`config.mk`:
```
export PLATFORM = sky130hd
export DESIGN_NAME = idio_top
export DESIGN_NICKNAME = d
export VERILOG_FILES = /design/src/logic/idio_pkg.sv /design/src/logic/idio_top.sv /design/src/logic/idio_filter.sv
export SDC_FILE = /design/constraint.sdc
export NUM_CORES = 2
export LEC_CHECK = 0
export ABC_CLOCK_PERIOD_IN_PS = 6600
export BUFFER_PORTS_ARGS = -buffer_cell sky130_fd_sc_hd__buf_4
export CORE_AREA = 4 4 626 628
export CTS_CLUSTER_SIZE = 28
export DETAILED_ROUTE_END_ITERATION = 10
export DIE_AREA = 0 0 630 632
export PLACE_DENSITY = 0.5
export SYNTH_ARGS = -nofsm -noshare
export SYNTH_HDL_FRONTEND = slang
export SYNTH_SLANG_ARGS = --single-unit
export TNS_END_PERCENT = 100
```
`constraint.sdc`:
```
create_clock -name clk_i -period 6.6 [get_ports clk_i]
set_clock_uncertainty 0.15 [all_clocks]
set_input_delay 1.32 -clock clk_i [delete_from_list [all_inputs] [get_ports clk_i]]
set_output_delay 1.32 -clock clk_i [all_outputs]
set_load 0.05 [all_outputs]
```
`src/logic/idio_pkg.sv`:
```
// Package: register map, field layouts and constants of the isolated digital I/O block
package idio_pkg;
  localparam int unsigned ADDR_W = 5;
  // Register byte offsets inside the 32-byte window
  localparam logic [4:0] OFS_IN_LO = 5'h00;
  localparam logic [4:0] OFS_IN_HI = 5'h04;
  localparam logic [4:0] OFS_OUT_LO = 5'h08;
  localparam logic [4:0] OFS_OUT_HI = 5'h0C;
  localparam logic [4:0] OFS_IRQ_STAT = 5'h10;
  localparam logic [4:0] OFS_IRQ_MASK = 5'h14;
  localparam logic [4:0] OFS_IRQ_EDGE = 5'h18;
  localparam logic [4:0] OFS_FILT = 5'h1C;
  // Values after reset
  localparam logic [63:0] OUT_RST = 64'h0000_0000_0000_0000;
  localparam logic [15:0] MASK_RST = 16'h0000;
  localparam logic [15:0] EDGE_RST = 16'h0000;
  localparam logic [3:0] FILT_RST = 4'h0;
  // Filter field: bits 3:0 pick a stability time of 2^n prescaler ticks, 0 = off
  localparam int unsigned FILT_LSB = 0;
  localparam int unsigned FILT_W = 4;
  // Filter prescaler: one tick per microsecond at 125 MHz
  localparam int unsigned CLK_MHZ = 125;
  localparam int unsigned TICK_NS = 1000;
  localparam int unsigned TICK_CYC = (TICK_NS * CLK_MHZ + 999) / 1000;
  localparam int unsigned GROUP = 4;

  typedef struct packed {
    logic [ADDR_W-1:0] address;
    logic read;
    logic write;
    logic [31:0] writedata;
    logic [3:0] byteenable;
  } idio_avl_req_s;

  typedef struct packed {
    logic [31:0] readdata;
    logic waitrequest;
  } idio_avl_rsp_s;

  typedef enum logic [1:0] {
    IDIO_IDLE = 2'b00,
    IDIO_ACK = 2'b01
  } idio_bus_e;
endpackage

```
`src/logic/idio_top.sv`:
```
// Top: 64-in / 64-out isolated digital I/O with 16 edge interrupts on an Avalon-MM slave
module idio_top #(
  parameter int unsigned N_IN = 64,
  parameter int unsigned N_OUT = 64,
  parameter int unsigned N_IRQ = 16
) (
  input wire logic clk_i,
  input wire logic rstn_i,
  input wire logic [4:0] avs_address_i,
  input wire logic avs_read_i,
  input wire logic avs_write_i,
  input wire logic [31:0] avs_writedata_i,
  input wire logic [3:0] avs_byteenable_i,
  output logic [31:0] avs_readdata_o,
  output logic avs_waitrequest_o,
  input wire logic [63:0] in_pin_n_i,
  output logic [63:0] out_pin_n_o,
  output logic irq_o
);
  ////////////////////////////////////////////////////////////////////////////
  // Elaboration checks: the register map has room for these sizes only
  if (N_IN != 64) begin : g_bad_in
    $error("idio_top serves exactly 64 inputs");
  end
  if (N_OUT != 64) begin : g_bad_out
    $error("idio_top serves exactly 64 outputs");
  end
  if (N_IRQ != 16) begin : g_bad_irq
    $error("idio_top serves exactly 16 interrupt inputs");
  end
  if (N_IRQ % idio_pkg::GROUP != 0) begin : g_bad_grp
    $error("interrupt inputs must fill whole groups of four");
  end
  if (idio_pkg::TICK_CYC < 2 || idio_pkg::TICK_CYC > 256) begin : g_bad_tick
    $error("filter prescaler period does not fit its 8-bit counter");
  end

  ////////////////////////////////////////////////////////////////////////////
  // Bus request bundle
  idio_pkg::idio_avl_req_s req;
  assign req = '{
    address: avs_address_i,
    read: avs_read_i,
    write: avs_write_i,
    writedata: avs_writedata_i,
    byteenable: avs_byteenable_i
  };

  ////////////////////////////////////////////////////////////////////////////
  // Input synchroniser, two flops per pin
  // Reset to the idle (high) pin level, so no edge is seen when reset ends
  logic [63:0] sync1_q;
  logic [63:0] sync2_q;

  always_ff @(posedge clk_i or negedge rstn_i) begin
    if (!rstn_i) begin
      sync1_q <= 64'hFFFF_FFFF_FFFF_FFFF;
      sync2_q <= 64'hFFFF_FFFF_FFFF_FFFF;
    end else begin
      sync1_q <= in_pin_n_i;
      sync2_q <= sync1_q;
    end
  end

  // Invert once here so everything downstream is logical
  logic [63:0] in_log;
  assign in_log = ~sync2_q;

  ////////////////////////////////////////////////////////////////////////////
  // Filter prescaler
  // One tick per microsecond; filter times are exact to within one tick
  logic [7:0] pre_q;
  logic tick_q;

  always_ff @(posedge clk_i or negedge rstn_i) begin
    if (!rstn_i) begin
      pre_q <= 8'h00;
      tick_q <= 1'b0;
    end else if (pre_q == 8'(idio_pkg::TICK_CYC - 1)) begin
      pre_q <= 8'h00;
      tick_q <= 1'b1;
    end else begin
      pre_q <= pre_q + 8'h01;
      tick_q <= 1'b0;
    end
  end

  ////////////////////////////////////////////////////////////////////////////
  // Filters, one per input
  // They sit after the synchroniser so they never see a metastable level
  logic [3:0] filt_q;
  logic [63:0] in_filt;

  for (genvar g = 0; g < 64; g++) begin : g_filt
    idio_filter u_filt (
      .clk_i(clk_i),
      .rstn_i(rstn_i),
      .tick_i(tick_q),
      .sel_i(filt_q),
      .raw_i(in_log[g]),
      .filt_o(in_filt[g])
    );
  end

  ////////////////////////////////////////////////////////////////////////////
  // Edge detect on the interrupt-capable inputs
  logic [15:0] prev_q;
  logic [15:0] edge_sel_q;
  logic [15:0] mask_q;
  logic [15:0] stat_q;
  logic [15:0] rise;
  logic [15:0] fall;
  logic [15:0] evt;

  always_ff @(posedge clk_i or negedge rstn_i) begin
    if (!rstn_i) begin
      prev_q <= 16'h0000;
    end else begin
      prev_q <= in_filt[15:0];
    end
  end

  assign rise = in_filt[15:0] & ~prev_q;
  assign fall = ~in_filt[15:0] & prev_q;
  // Edge bit 1 picks rising, 0 falling
  assign evt = (rise & edge_sel_q) | (fall & ~edge_sel_q);

  ////////////////////////////////////////////////////////////////////////////
  // Bus slave: one wait state, answer in the cycle after the request
  // The write commits at the request edge; the master holds it until the answer anyway
  idio_pkg::idio_bus_e bus_q;
  logic hit;
  logic wr_go;
  logic rd_go;

  assign hit = (req.read || req.write) && bus_q == idio_pkg::IDIO_IDLE;
  assign wr_go = hit && req.write;
  assign rd_go = hit && req.read;

  always_ff @(posedge clk_i or negedge rstn_i) begin
    if (!rstn_i) begin
      bus_q <= idio_pkg::IDIO_IDLE;
      avs_waitrequest_o <= 1'b1;
    end else begin
      case (bus_q)
        idio_pkg::IDIO_IDLE: begin
          if (hit) begin
            bus_q <= idio_pkg::IDIO_ACK;
            avs_waitrequest_o <= 1'b0;
          end else begin
            avs_waitrequest_o <= 1'b1;
          end
        end
        idio_pkg::IDIO_ACK: begin
          bus_q <= idio_pkg::IDIO_IDLE;
          avs_waitrequest_o <= 1'b1;
        end
        default: begin
          bus_q <= idio_pkg::IDIO_IDLE;
          avs_waitrequest_o <= 1'b1;
        end
      endcase
    end
  end

  // Byte lanes without an enable keep their old contents
  function automatic logic [31:0] merge(input logic [31:0] old, input logic [31:0] wd,
                                        input logic [3:0] be);
    logic [31:0] r;
    r = old;
    for (int i = 0; i < 4; i++) begin
      if (be[i]) begin
        r[i*8 +: 8] = wd[i*8 +: 8];
      end
    end
    return r;
  endfunction

  logic wr_out_lo;
  logic wr_out_hi;
  logic wr_stat;
  logic wr_mask;
  logic wr_edge;
  logic wr_filt;

  assign wr_out_lo = wr_go && req.address == idio_pkg::OFS_OUT_LO;
  assign wr_out_hi = wr_go && req.address == idio_pkg::OFS_OUT_HI;
  assign wr_stat = wr_go && req.address == idio_pkg::OFS_IRQ_STAT;
  assign wr_mask = wr_go && req.address == idio_pkg::OFS_IRQ_MASK;
  assign wr_edge = wr_go && req.address == idio_pkg::OFS_IRQ_EDGE;
  assign wr_filt = wr_go && req.address == idio_pkg::OFS_FILT;

  ////////////////////////////////////////////////////////////////////////////
  // Output latch, driven inverted to the open-collector stage
  // After reset every pin is high, so no output transistor conducts
  logic [63:0] out_q;
  logic [31:0] out_lo_n;
  logic [31:0] out_hi_n;

  assign out_lo_n = merge(out_q[31:0], req.writedata, req.byteenable);
  assign out_hi_n = merge(out_q[63:32], req.writedata, req.byteenable);

  always_ff @(posedge clk_i or negedge rstn_i) begin
    if (!rstn_i) begin
      out_q <= idio_pkg::OUT_RST;
    end else begin
      if (wr_out_lo) begin
        out_q[31:0] <= out_lo_n;
      end
      if (wr_out_hi) begin
        out_q[63:32] <= out_hi_n;
      end
    end
  end

  always_ff @(posedge clk_i or negedge rstn_i) begin
    if (!rstn_i) begin
      out_pin_n_o <= ~idio_pkg::OUT_RST;
    end else begin
      out_pin_n_o <= ~out_q;
    end
  end

  ////////////////////////////////////////////////////////////////////////////
  // Mask, edge and filter configuration
  logic [31:0] mask_n;
  logic [31:0] edge_n;
  logic [31:0] filt_n;

  assign mask_n = merge({16'h0000, mask_q}, req.writedata, req.byteenable);
  assign edge_n = merge({16'h0000, edge_sel_q}, req.writedata, req.byteenable);
  assign filt_n = merge({28'h0000000, filt_q}, req.writedata, req.byteenable);

  always_ff @(posedge clk_i or negedge rstn_i) begin
    if (!rstn_i) begin
      mask_q <= idio_pkg::MASK_RST;
      edge_sel_q <= idio_pkg::EDGE_RST;
      filt_q <= idio_pkg::FILT_RST;
    end else begin
      if (wr_mask) begin
        mask_q <= mask_n[15:0];
      end
      if (wr_edge) begin
        edge_sel_q <= edge_n[15:0];
      end
      if (wr_filt) begin
        filt_q <= filt_n[idio_pkg::FILT_LSB +: idio_pkg::FILT_W];
      end
    end
  end

  ////////////////////////////////////////////////////////////////////////////
  // Sticky status, write one to clear; a new edge wins over the clear
  logic [15:0] clr;
  assign clr = wr_stat ? (req.writedata[15:0] & {{8{req.byteenable[1]}}, {8{req.byteenable[0]}}})
                       : 16'h0000;
  // Only enabled bits latch, so unmasking later raises no stale event
  logic [15:0] stat_d;
  assign stat_d = (stat_q & ~clr) | (evt & mask_q);

  always_ff @(posedge clk_i or negedge rstn_i) begin
    if (!rstn_i) begin
      stat_q <= 16'h0000;
    end else begin
      stat_q <= stat_d;
    end
  end

  ////////////////////////////////////////////////////////////////////////////
  // Interrupt merge: four sources per group, groups ORed onto one level
  localparam int unsigned N_GRP = N_IRQ / idio_pkg::GROUP;
  logic [3:0] grp;
  for (genvar k = 0; k < N_GRP; k++) begin : g_grp
    assign grp[k] = |(stat_q[k*idio_pkg::GROUP +: idio_pkg::GROUP] &
                      mask_q[k*idio_pkg::GROUP +: idio_pkg::GROUP]);
  end

  always_ff @(posedge clk_i or negedge rstn_i) begin
    if (!rstn_i) begin
      irq_o <= 1'b0;
    end else begin
      irq_o <= |grp;
    end
  end

  ////////////////////////////////////////////////////////////////////////////
  // Read mux
  // Unmapped offsets read zero; writes to them are answered and dropped
  logic [31:0] rd_mux;

  always_comb begin
    rd_mux = 32'h0000_0000;
    case (req.address)
      idio_pkg::OFS_IN_LO: begin
        rd_mux = in_filt[31:0];
      end
      idio_pkg::OFS_IN_HI: begin
        rd_mux = in_filt[63:32];
      end
      idio_pkg::OFS_OUT_LO: begin
        rd_mux = out_q[31:0];
      end
      idio_pkg::OFS_OUT_HI: begin
        rd_mux = out_q[63:32];
      end
      idio_pkg::OFS_IRQ_STAT: begin
        rd_mux = {16'h0000, stat_q};
      end
      idio_pkg::OFS_IRQ_MASK: begin
        rd_mux = {16'h0000, mask_q};
      end
      idio_pkg::OFS_IRQ_EDGE: begin
        rd_mux = {16'h0000, edge_sel_q};
      end
      idio_pkg::OFS_FILT: begin
        rd_mux = {28'h0000000, filt_q};
      end
      default: begin
        rd_mux = 32'h0000_0000;
      end
    endcase
  end

  // Read data stays after the answer, so a late sampler still sees it
  always_ff @(posedge clk_i or negedge rstn_i) begin
    if (!rstn_i) begin
      avs_readdata_o <= 32'h0000_0000;
    end else if (rd_go) begin
      avs_readdata_o <= rd_mux;
    end
  end
endmodule // idio_top

```
`src/logic/idio_filter.sv`:
```
// Leaf: per-channel chatter filter, passes a level once stable for the selected time
module idio_filter (
  input wire logic clk_i,
  input wire logic rstn_i,
  input wire logic tick_i,
  input wire logic [3:0] sel_i,
  input wire logic raw_i,
  output logic filt_o
);
  logic [15:0] cnt_q;
  logic [15:0] limit;

  assign limit = 16'(16'h0001 << sel_i);

  always_ff @(posedge clk_i or negedge rstn_i) begin
    if (!rstn_i) begin
      cnt_q <= 16'h0000;
      filt_o <= 1'b0;
    end else if (sel_i == 4'h0) begin
      cnt_q <= 16'h0000;
      filt_o <= raw_i;
    end else if (raw_i == filt_o) begin
      cnt_q <= 16'h0000;
    end else if (tick_i) begin
      // Any bounce back to the old level restarts the count above
      if (cnt_q + 16'h0001 >= limit) begin
        cnt_q <= 16'h0000;
        filt_o <= raw_i;
      end else begin
        cnt_q <= cnt_q + 16'h0001;
      end
    end
  end
endmodule // idio_filter

```
After elaboration in Yosys (flattened, before gate mapping)
Cells that the tools add are included.
{ "word_totals": {"wordCells": 1178, "register_bits": 1457, "output_inout_bits": 98, "inputBits": 109} }
{ "op_classes": {"eq_ne": 137, "n_reduce_logical": 220, "add_sub_neg": 65, "shifts": 1, "order_cmp": 64, "bitwise_logic": 19, "muxes": 520} }
{ "op_table": {"columns": ["cell", "n"], "rows": [
  ["$mux W16", 257],
  ["$add A16 B1 Y16 const B", 64],
  ["$ge A16 B16 Y1", 64],
  ["$mux W1", 259],
  ["$pmux W32 S8", 1],
  ["$reduce_and A3 Y1", 64],
  ["$reduce_bool A3 Y1", 64],
  ["$reduce_bool A2 Y1", 65],
  ["$ne A2 B2 Y1 const B", 64],
  ["$not A64 Y64", 2],
  ["$and A16 B16 Y16", 7],
  ["$eq A1 B1 Y1", 64],
  ["$not A16 Y16", 4],
  ["$or A16 B16 Y16", 2],
  ["$reduce_and A2 Y1", 13],
  ["$eq A5 B5 Y1 const B", 4],
  ["$and A4 B4 Y4", 4],
  ["$reduce_or A16 Y1", 1],
  ["$shl A1 B4 Y16 const A", 1],
  ["$eq A5 B4 Y1 const B", 2],
  ["$logic_and A1 B1 Y1", 9],
  ["$add A8 B1 Y8 const B", 1],
  ["$eq A8 B7 Y1 const B", 1],
  ["$mux W8", 1],
  ["7 further kinds", 8]
]} }

Logic depth before layout (Yosys ltp)
{ "depth": {"word_depth": 8, "depth_mapped": 16, "mapped_depth_nobuf": 13} }

Cells and area by module
A second synthesis with hierarchy kept.
{ "unflattened": {"cells_unflattened": 11367, "area_unflattened_um2": 107399.3} }
{ "by_module_without_submodules": {"columns": ["mod", "n_inst", "seq_area_each_um2", "cells_per_inst", "area_per_inst_um2"], "rows": [
  ["idio_filter (g_filt[0].u_filt ...)", 62, 425.4, 162, 1462.7],
  ["idio_top", 1, 9450.3, 995, 13743.2],
  ["idio_filter (g_filt[9].u_filt)", 1, 425.4, 162, 1486.4],
  ["idio_filter (g_filt[3].u_filt)", 1, 425.4, 166, 1485.2]
]} }

Worst setup path after synthesis
No wires, ideal clock.
{ "synth_path": {"kind": "register -> register", "start": "reg filt_q[1]", "end": "reg g_filt[7].u_filt.cnt_q[11]", "slack_ps": 1542, "setup_ps": 69, "stages_incl_launch_ff": 16, "synth_period_minus_slack_ps": 5058, "t_arrival_ps": 4840, "required_time_ps": 6381, "n_path_buf": 5, "cell_sequence": "dfrtp_1 buf_6 nor2_8 nand2_8 inv_6 buf_6 buf_2 buf_1 ha_1 nand2b_1 a2111o_1 a2111oi_4 o21ai_1 buf_2 or3_1 nand3_1"} }
{ "synth_between": {"elab_chain_len": 6, "elab_cells_between_ends": 8, "cone_classes": "order compare: 1; shift: 1; mux: 4; reduce/logical: 2"} }
{ "synth_lines": {"columns": ["element", "line_no", "source"], "rows": [
  ["start: declaration", "idio_top.sv:91", "logic [3:0] filt_q;"],
  ["start signal: assignment", "idio_top.sv:238", "filt_q <= idio_pkg::FILT_RST;"],
  ["start signal: assignment", "idio_top.sv:247", "filt_q <= filt_n[idio_pkg::FILT_LSB +: idio_pkg::FILT_W];"],
  ["$shl A1 B4 Y16", "idio_filter.sv:13", "assign limit = 16'(16'h0001 << sel_i);"],
  ["$ge A16 B16 Y1", "idio_filter.sv:26", "if (cnt_q + 16'h0001 >= limit) begin"],
  ["$mux W16", "idio_filter.sv:26", null],
  ["$mux W16", "idio_filter.sv:24", "end else if (tick_i) begin"],
  ["$mux W16", "idio_filter.sv:22", "end else if (raw_i == filt_o) begin"],
  ["$mux W16", "idio_filter.sv:19", "end else if (sel_i == 4'h0) begin"],
  ["end signal: assignment", "idio_filter.sv:30", "cnt_q <= cnt_q + 16'h0001;"],
  ["end: declaration", "idio_filter.sv:10", "logic [15:0] cnt_q;"]
]} }
Parallel ways exist; a longest one is shown, timed or not. The select of a mux whose other input is x is not followed.
A chain may end at the register's enable or synchronous reset.

Worst setup path in the final report
{ "layout_path": {"start": "reg filt_q[3]", "end": "reg g_filt[2].u_filt.cnt_q[13]"} }
{ "layout_between": {"elab_chain_len": 6, "elab_cells_between_ends": 8, "cone_classes": "order compare: 1; shift: 1; mux: 4; reduce/logical: 2"} }
{ "layout_lines": {"columns": ["element", "line_no"], "rows": [
  ["$shl A1 B4 Y16", "idio_filter.sv:13"],
  ["$ge A16 B16 Y1", "idio_filter.sv:26"],
  ["$mux W16", "idio_filter.sv:26"],
  ["$mux W16", "idio_filter.sv:24"],
  ["$mux W16", "idio_filter.sv:22"],
  ["$mux W16", "idio_filter.sv:19"],
  ["end signal: assignment", "idio_filter.sv:30"],
  ["end: declaration", "idio_filter.sv:10"]
]} }
Parallel ways exist; a longest one is shown, timed or not. The select of a mux whose other input is x is not followed.

==> run_results.csv <==
group,metric,value,unit
setup_path,cp-start-kind,"register",
setup_path,required,7.17,ns
cts,clockBufferDepth,4,
synthesis,netlist-cell-type-count,90,
grt,grt_max_degree,129,
cts,clk_pin_slew_worst_paths,0.06,ns
place,place_congestion,0.808,
cts,ctsRootBufferMaster,"clkbuf_16",
route,via_count,76300,
cells_and_area,multi_input_area,57400,um2
setup_path,reg2reg_depth,11,
synthesis,synth-edff-count,0,
die,row_count,228,
cells_and_area,seqCellArea,36700,um2
setup_path,crit_chain,"nor2b_1, nand3_4, buf_4, ha_1, nand2_1, o21ai_0, o21ai_0, o21ai_0, buf_4, nor2_1, a211o_1",
setup_path,criticalPathCategory,"register to register",
timing,hold_violations,0,
grt,grt_pass1_wl,469000,um
die,initial_core_util,25.0,%
route,drt_iter0_drc,4780,
cells_and_area,final.fill_count,40500,
timing,tightest_slew,1.21,ns
power,p_leak,51.2,nW
die,die_area,398000,um2
setup_path,cpMostUsedCell,"o21ai_0",
cells_and_area,nNetsFinal,11400,
synthesis,syn_area_per_cell,9.63,um2
timing,rsz0062_at_grt,"no",
synthesis,synth_flop_cell,"dfrtp_1",
cells_and_area,drive_gt1_share,11.6,%
synthesis,synthArstFlopShare,100,%
timing,setup_viol,0,
timing,fin_tns_setup,0,ns
cts,clock-sinks,1456,
grt,antenna_found_initial,21,
route,via_per_inst,4.92,
cts,cts_tree,"built",
setup_path,arrival,5.82,ns
synthesis,seq_area_frac_synth,38.1,%
synthesis,synth_warnings,0,
place,pre_cts_ws,1.36,ns
die,fp.dieW,630,um
cts,ctsHoldBuffers,0,
timing,finalMaxSlewViolations,0,
route,ant_nets,0,
cells_and_area,layout-area-overhead-vs-synth,14.3,%
place,port_buffers,206,
setup_path,cp_slowest_cell,"dfrtp_1",
die,coreArea,385000,um2
route,drc_errors,0,
grt,grt_pass1_vias,74200,
cts,post_cts_buffers,0,
synthesis,synth_area_leaders,"dfrtp_1 33%, ha_1 14%, dfstp_2 5.3%",
synthesis,syn-num-nets,11200,
die,die_y,632,um
cts,cts_buffers,179,
setup_path,max_stage_delay,0.76,ns
synthesis,syn_inst,9992,
place,hpwl,211000,um
setup_path,crit_fanout,21,
synthesis,yosysTopAreaCell,"dfrtp_1",
route,drt_first_pass_iters,7,
power,cellPowerDensity,226,nW/um2
cts,clk_latency,0.86,ns
cts,post_cts_resized,0,
grt,grt_usage,15.0,%
setup_path,critPathCaptureType,"register",
timing,fin_ws,1.35,ns
worst_hold_path,min_path_cells,0,
synthesis,ys_seq_elements,1456,
flow_run,drv_cap,0,
outcome,status,"completed",
die,io_pins,207,
timing,timing.fmax,190,MHz
synthesis,synth.most_common_cell,"dfrtp_1",
synthesis,syn_area,96300,um2
timing,period_minus_slack,5.25,ns
route,wirelength,307000,um
synthesis,synthTopCellsByCount,"1263 x dfrtp_1, 1090 x ha_1, 1065 x nand2_1",
cts,cts_max_level,4,
grt,grt_overflow,0,
worst_hold_path,worstHoldPathType,"register to register",
route,wire_per_inst,19.8,um
timing,slew_headroom,19.3,%
synthesis,synth_top_area_share,32.8,%
timing,post-route-period-util,79.6,%
power,ir_drop,0.187,mV
registers in the layout, summed over array words and instances, names as in the netlist:
register and cells:
prev_q 16, avs_readdata_o 32, out_q 64, g_filt.u_filt.cnt_q 1024, irq_o 1, bus_q 1
tick_q 1, out_pin_n_o 64, stat_q 16, sync2_q 64, avs_waitrequest_o 1, sync1_q 64
pre_q 8, filt_q 4, g_filt.u_filt.filt_o 64, mask_q 16, edge_sel_q 16
critical path: cells and delay by family, from the launching register on:
family                     cells  cell delay (ns)
DFF                            1             0.76
adders and majority gates      1             0.35
AOI/OAI and AO/OA              4             1.41
buffers and inverters          2             0.82
and+or+nand+nor                4             1.55
layout by cell type, fill, tap and decap left out, types with 25 or more instances in the layout:
cell,Yosys,layout
a211o_1,42,42
clkbuf_16,0,182
or2_2,147,147
a21o_1,155,155
mux2i_1,28,28
nor2_1,403,398
mux2_2,123,123
clkbuf_8,0,38
and4_1,98,98
inv_1,216,216
xor2_1,250,250
or3_1,76,76
a2111oi_0,33,33
o31ai_1,31,31
o21a_1,126,126
o21ai_0,458,457
clkbuf_1,150,36
dfstp_2,193,193
a211oi_1,61,60
nand2b_1,218,217
and3_1,251,251
a22o_1,468,468
a22oi_1,32,32
o211ai_1,38,38
nor3_1,125,123
a21oi_1,549,549
and2_1,89,89
nand3_1,515,509
nand2_1,1065,1057
nor2b_1,106,105
a41oi_1,25,25
buf_4,37,313
a221o_1,29,29
xnor2_1,526,526
clkinv_2,0,38
a31oi_1,243,243
dfrtp_1,1263,1262
nand4_1,193,193
ha_1,1090,1090
cells by family after synthesis:
| logic type | synth area share (%) |
|---|---|
| fa+ha+maj | 14.2 |
| mux | 1.73 |
| flops | 38.1 |
| simple gates | 18.1 |
| compound gates | 18.3 |
| buf+inv | 2.51 |
| xor+xnor | 7.06 |
area by class of cell:
type | instances | area share [%]
inverter | 223 | 0.767
multi-input combinational | 7996 | 52.2
sequential | 1456 | 33.3
tap | 5175 | 5.88
antenna | 12 | 0.0273
clock buffer | 256 | 4.74
timing repair buffer | 333 | 2.51
clock inverter | 64 | 0.579
report_power, final:
| group | internal, mW | switching (mW) | leakage [nW] |
|---|---|---|---|
| clock network | 5.91 | 4.18 | 2.88 |
| logic | 1.37 | 3.14 | 28.9 |
| registers | 9.45 | 0.820 | 19.3 |
| total | 16.7 | 8.14 | 51.2 |
path summary, 6_finish.rpt:
check / start / endpoint / slack [ns]
setup / recovery: filt_q[3] / g_filt[2].u_filt.cnt_q[13] / 1.35
hold / removal: sync1_q[34] / sync2_q[34] / 0.20
setup reg to reg: filt_q[3] / g_filt[2].u_filt.cnt_q[13] / 1.35
hold reg to reg: sync1_q[34] / sync2_q[34] / 0.20
max in group asynchronous: rstn_i / g_filt[16].u_filt.cnt_q[0] / 4.46
min in group asynchronous: rstn_i / out_q[7] / 0.28
metal layers:
metal  wire length, um  GRT usage (%)  vias to the layer above
met5                77              0                        -
met4             13000           5.90                       12
met3              9660           1.61                      422
met2            147000           25.8                     1199
met1            138000           19.4                    37200
li1                  -              -                    37500
through the flow:
step	power [mW]	hold slack (ns)	area (um2)	util [%]	std cells
3_3_place_gp	15.0	0.196	104000	27.0	15200
6_report	24.9	0.200	110000	28.6	15500
5_1_grt	26.1	0.204	110000	28.6	15500
2_1_floorplan	12.9	0.195	96300	-	9992
3_5_place_dp	15.0	0.197	104000	27.0	15200
4_1_cts	25.3	0.204	110000	28.5	15500
Power figures use the tool's default switching activity.
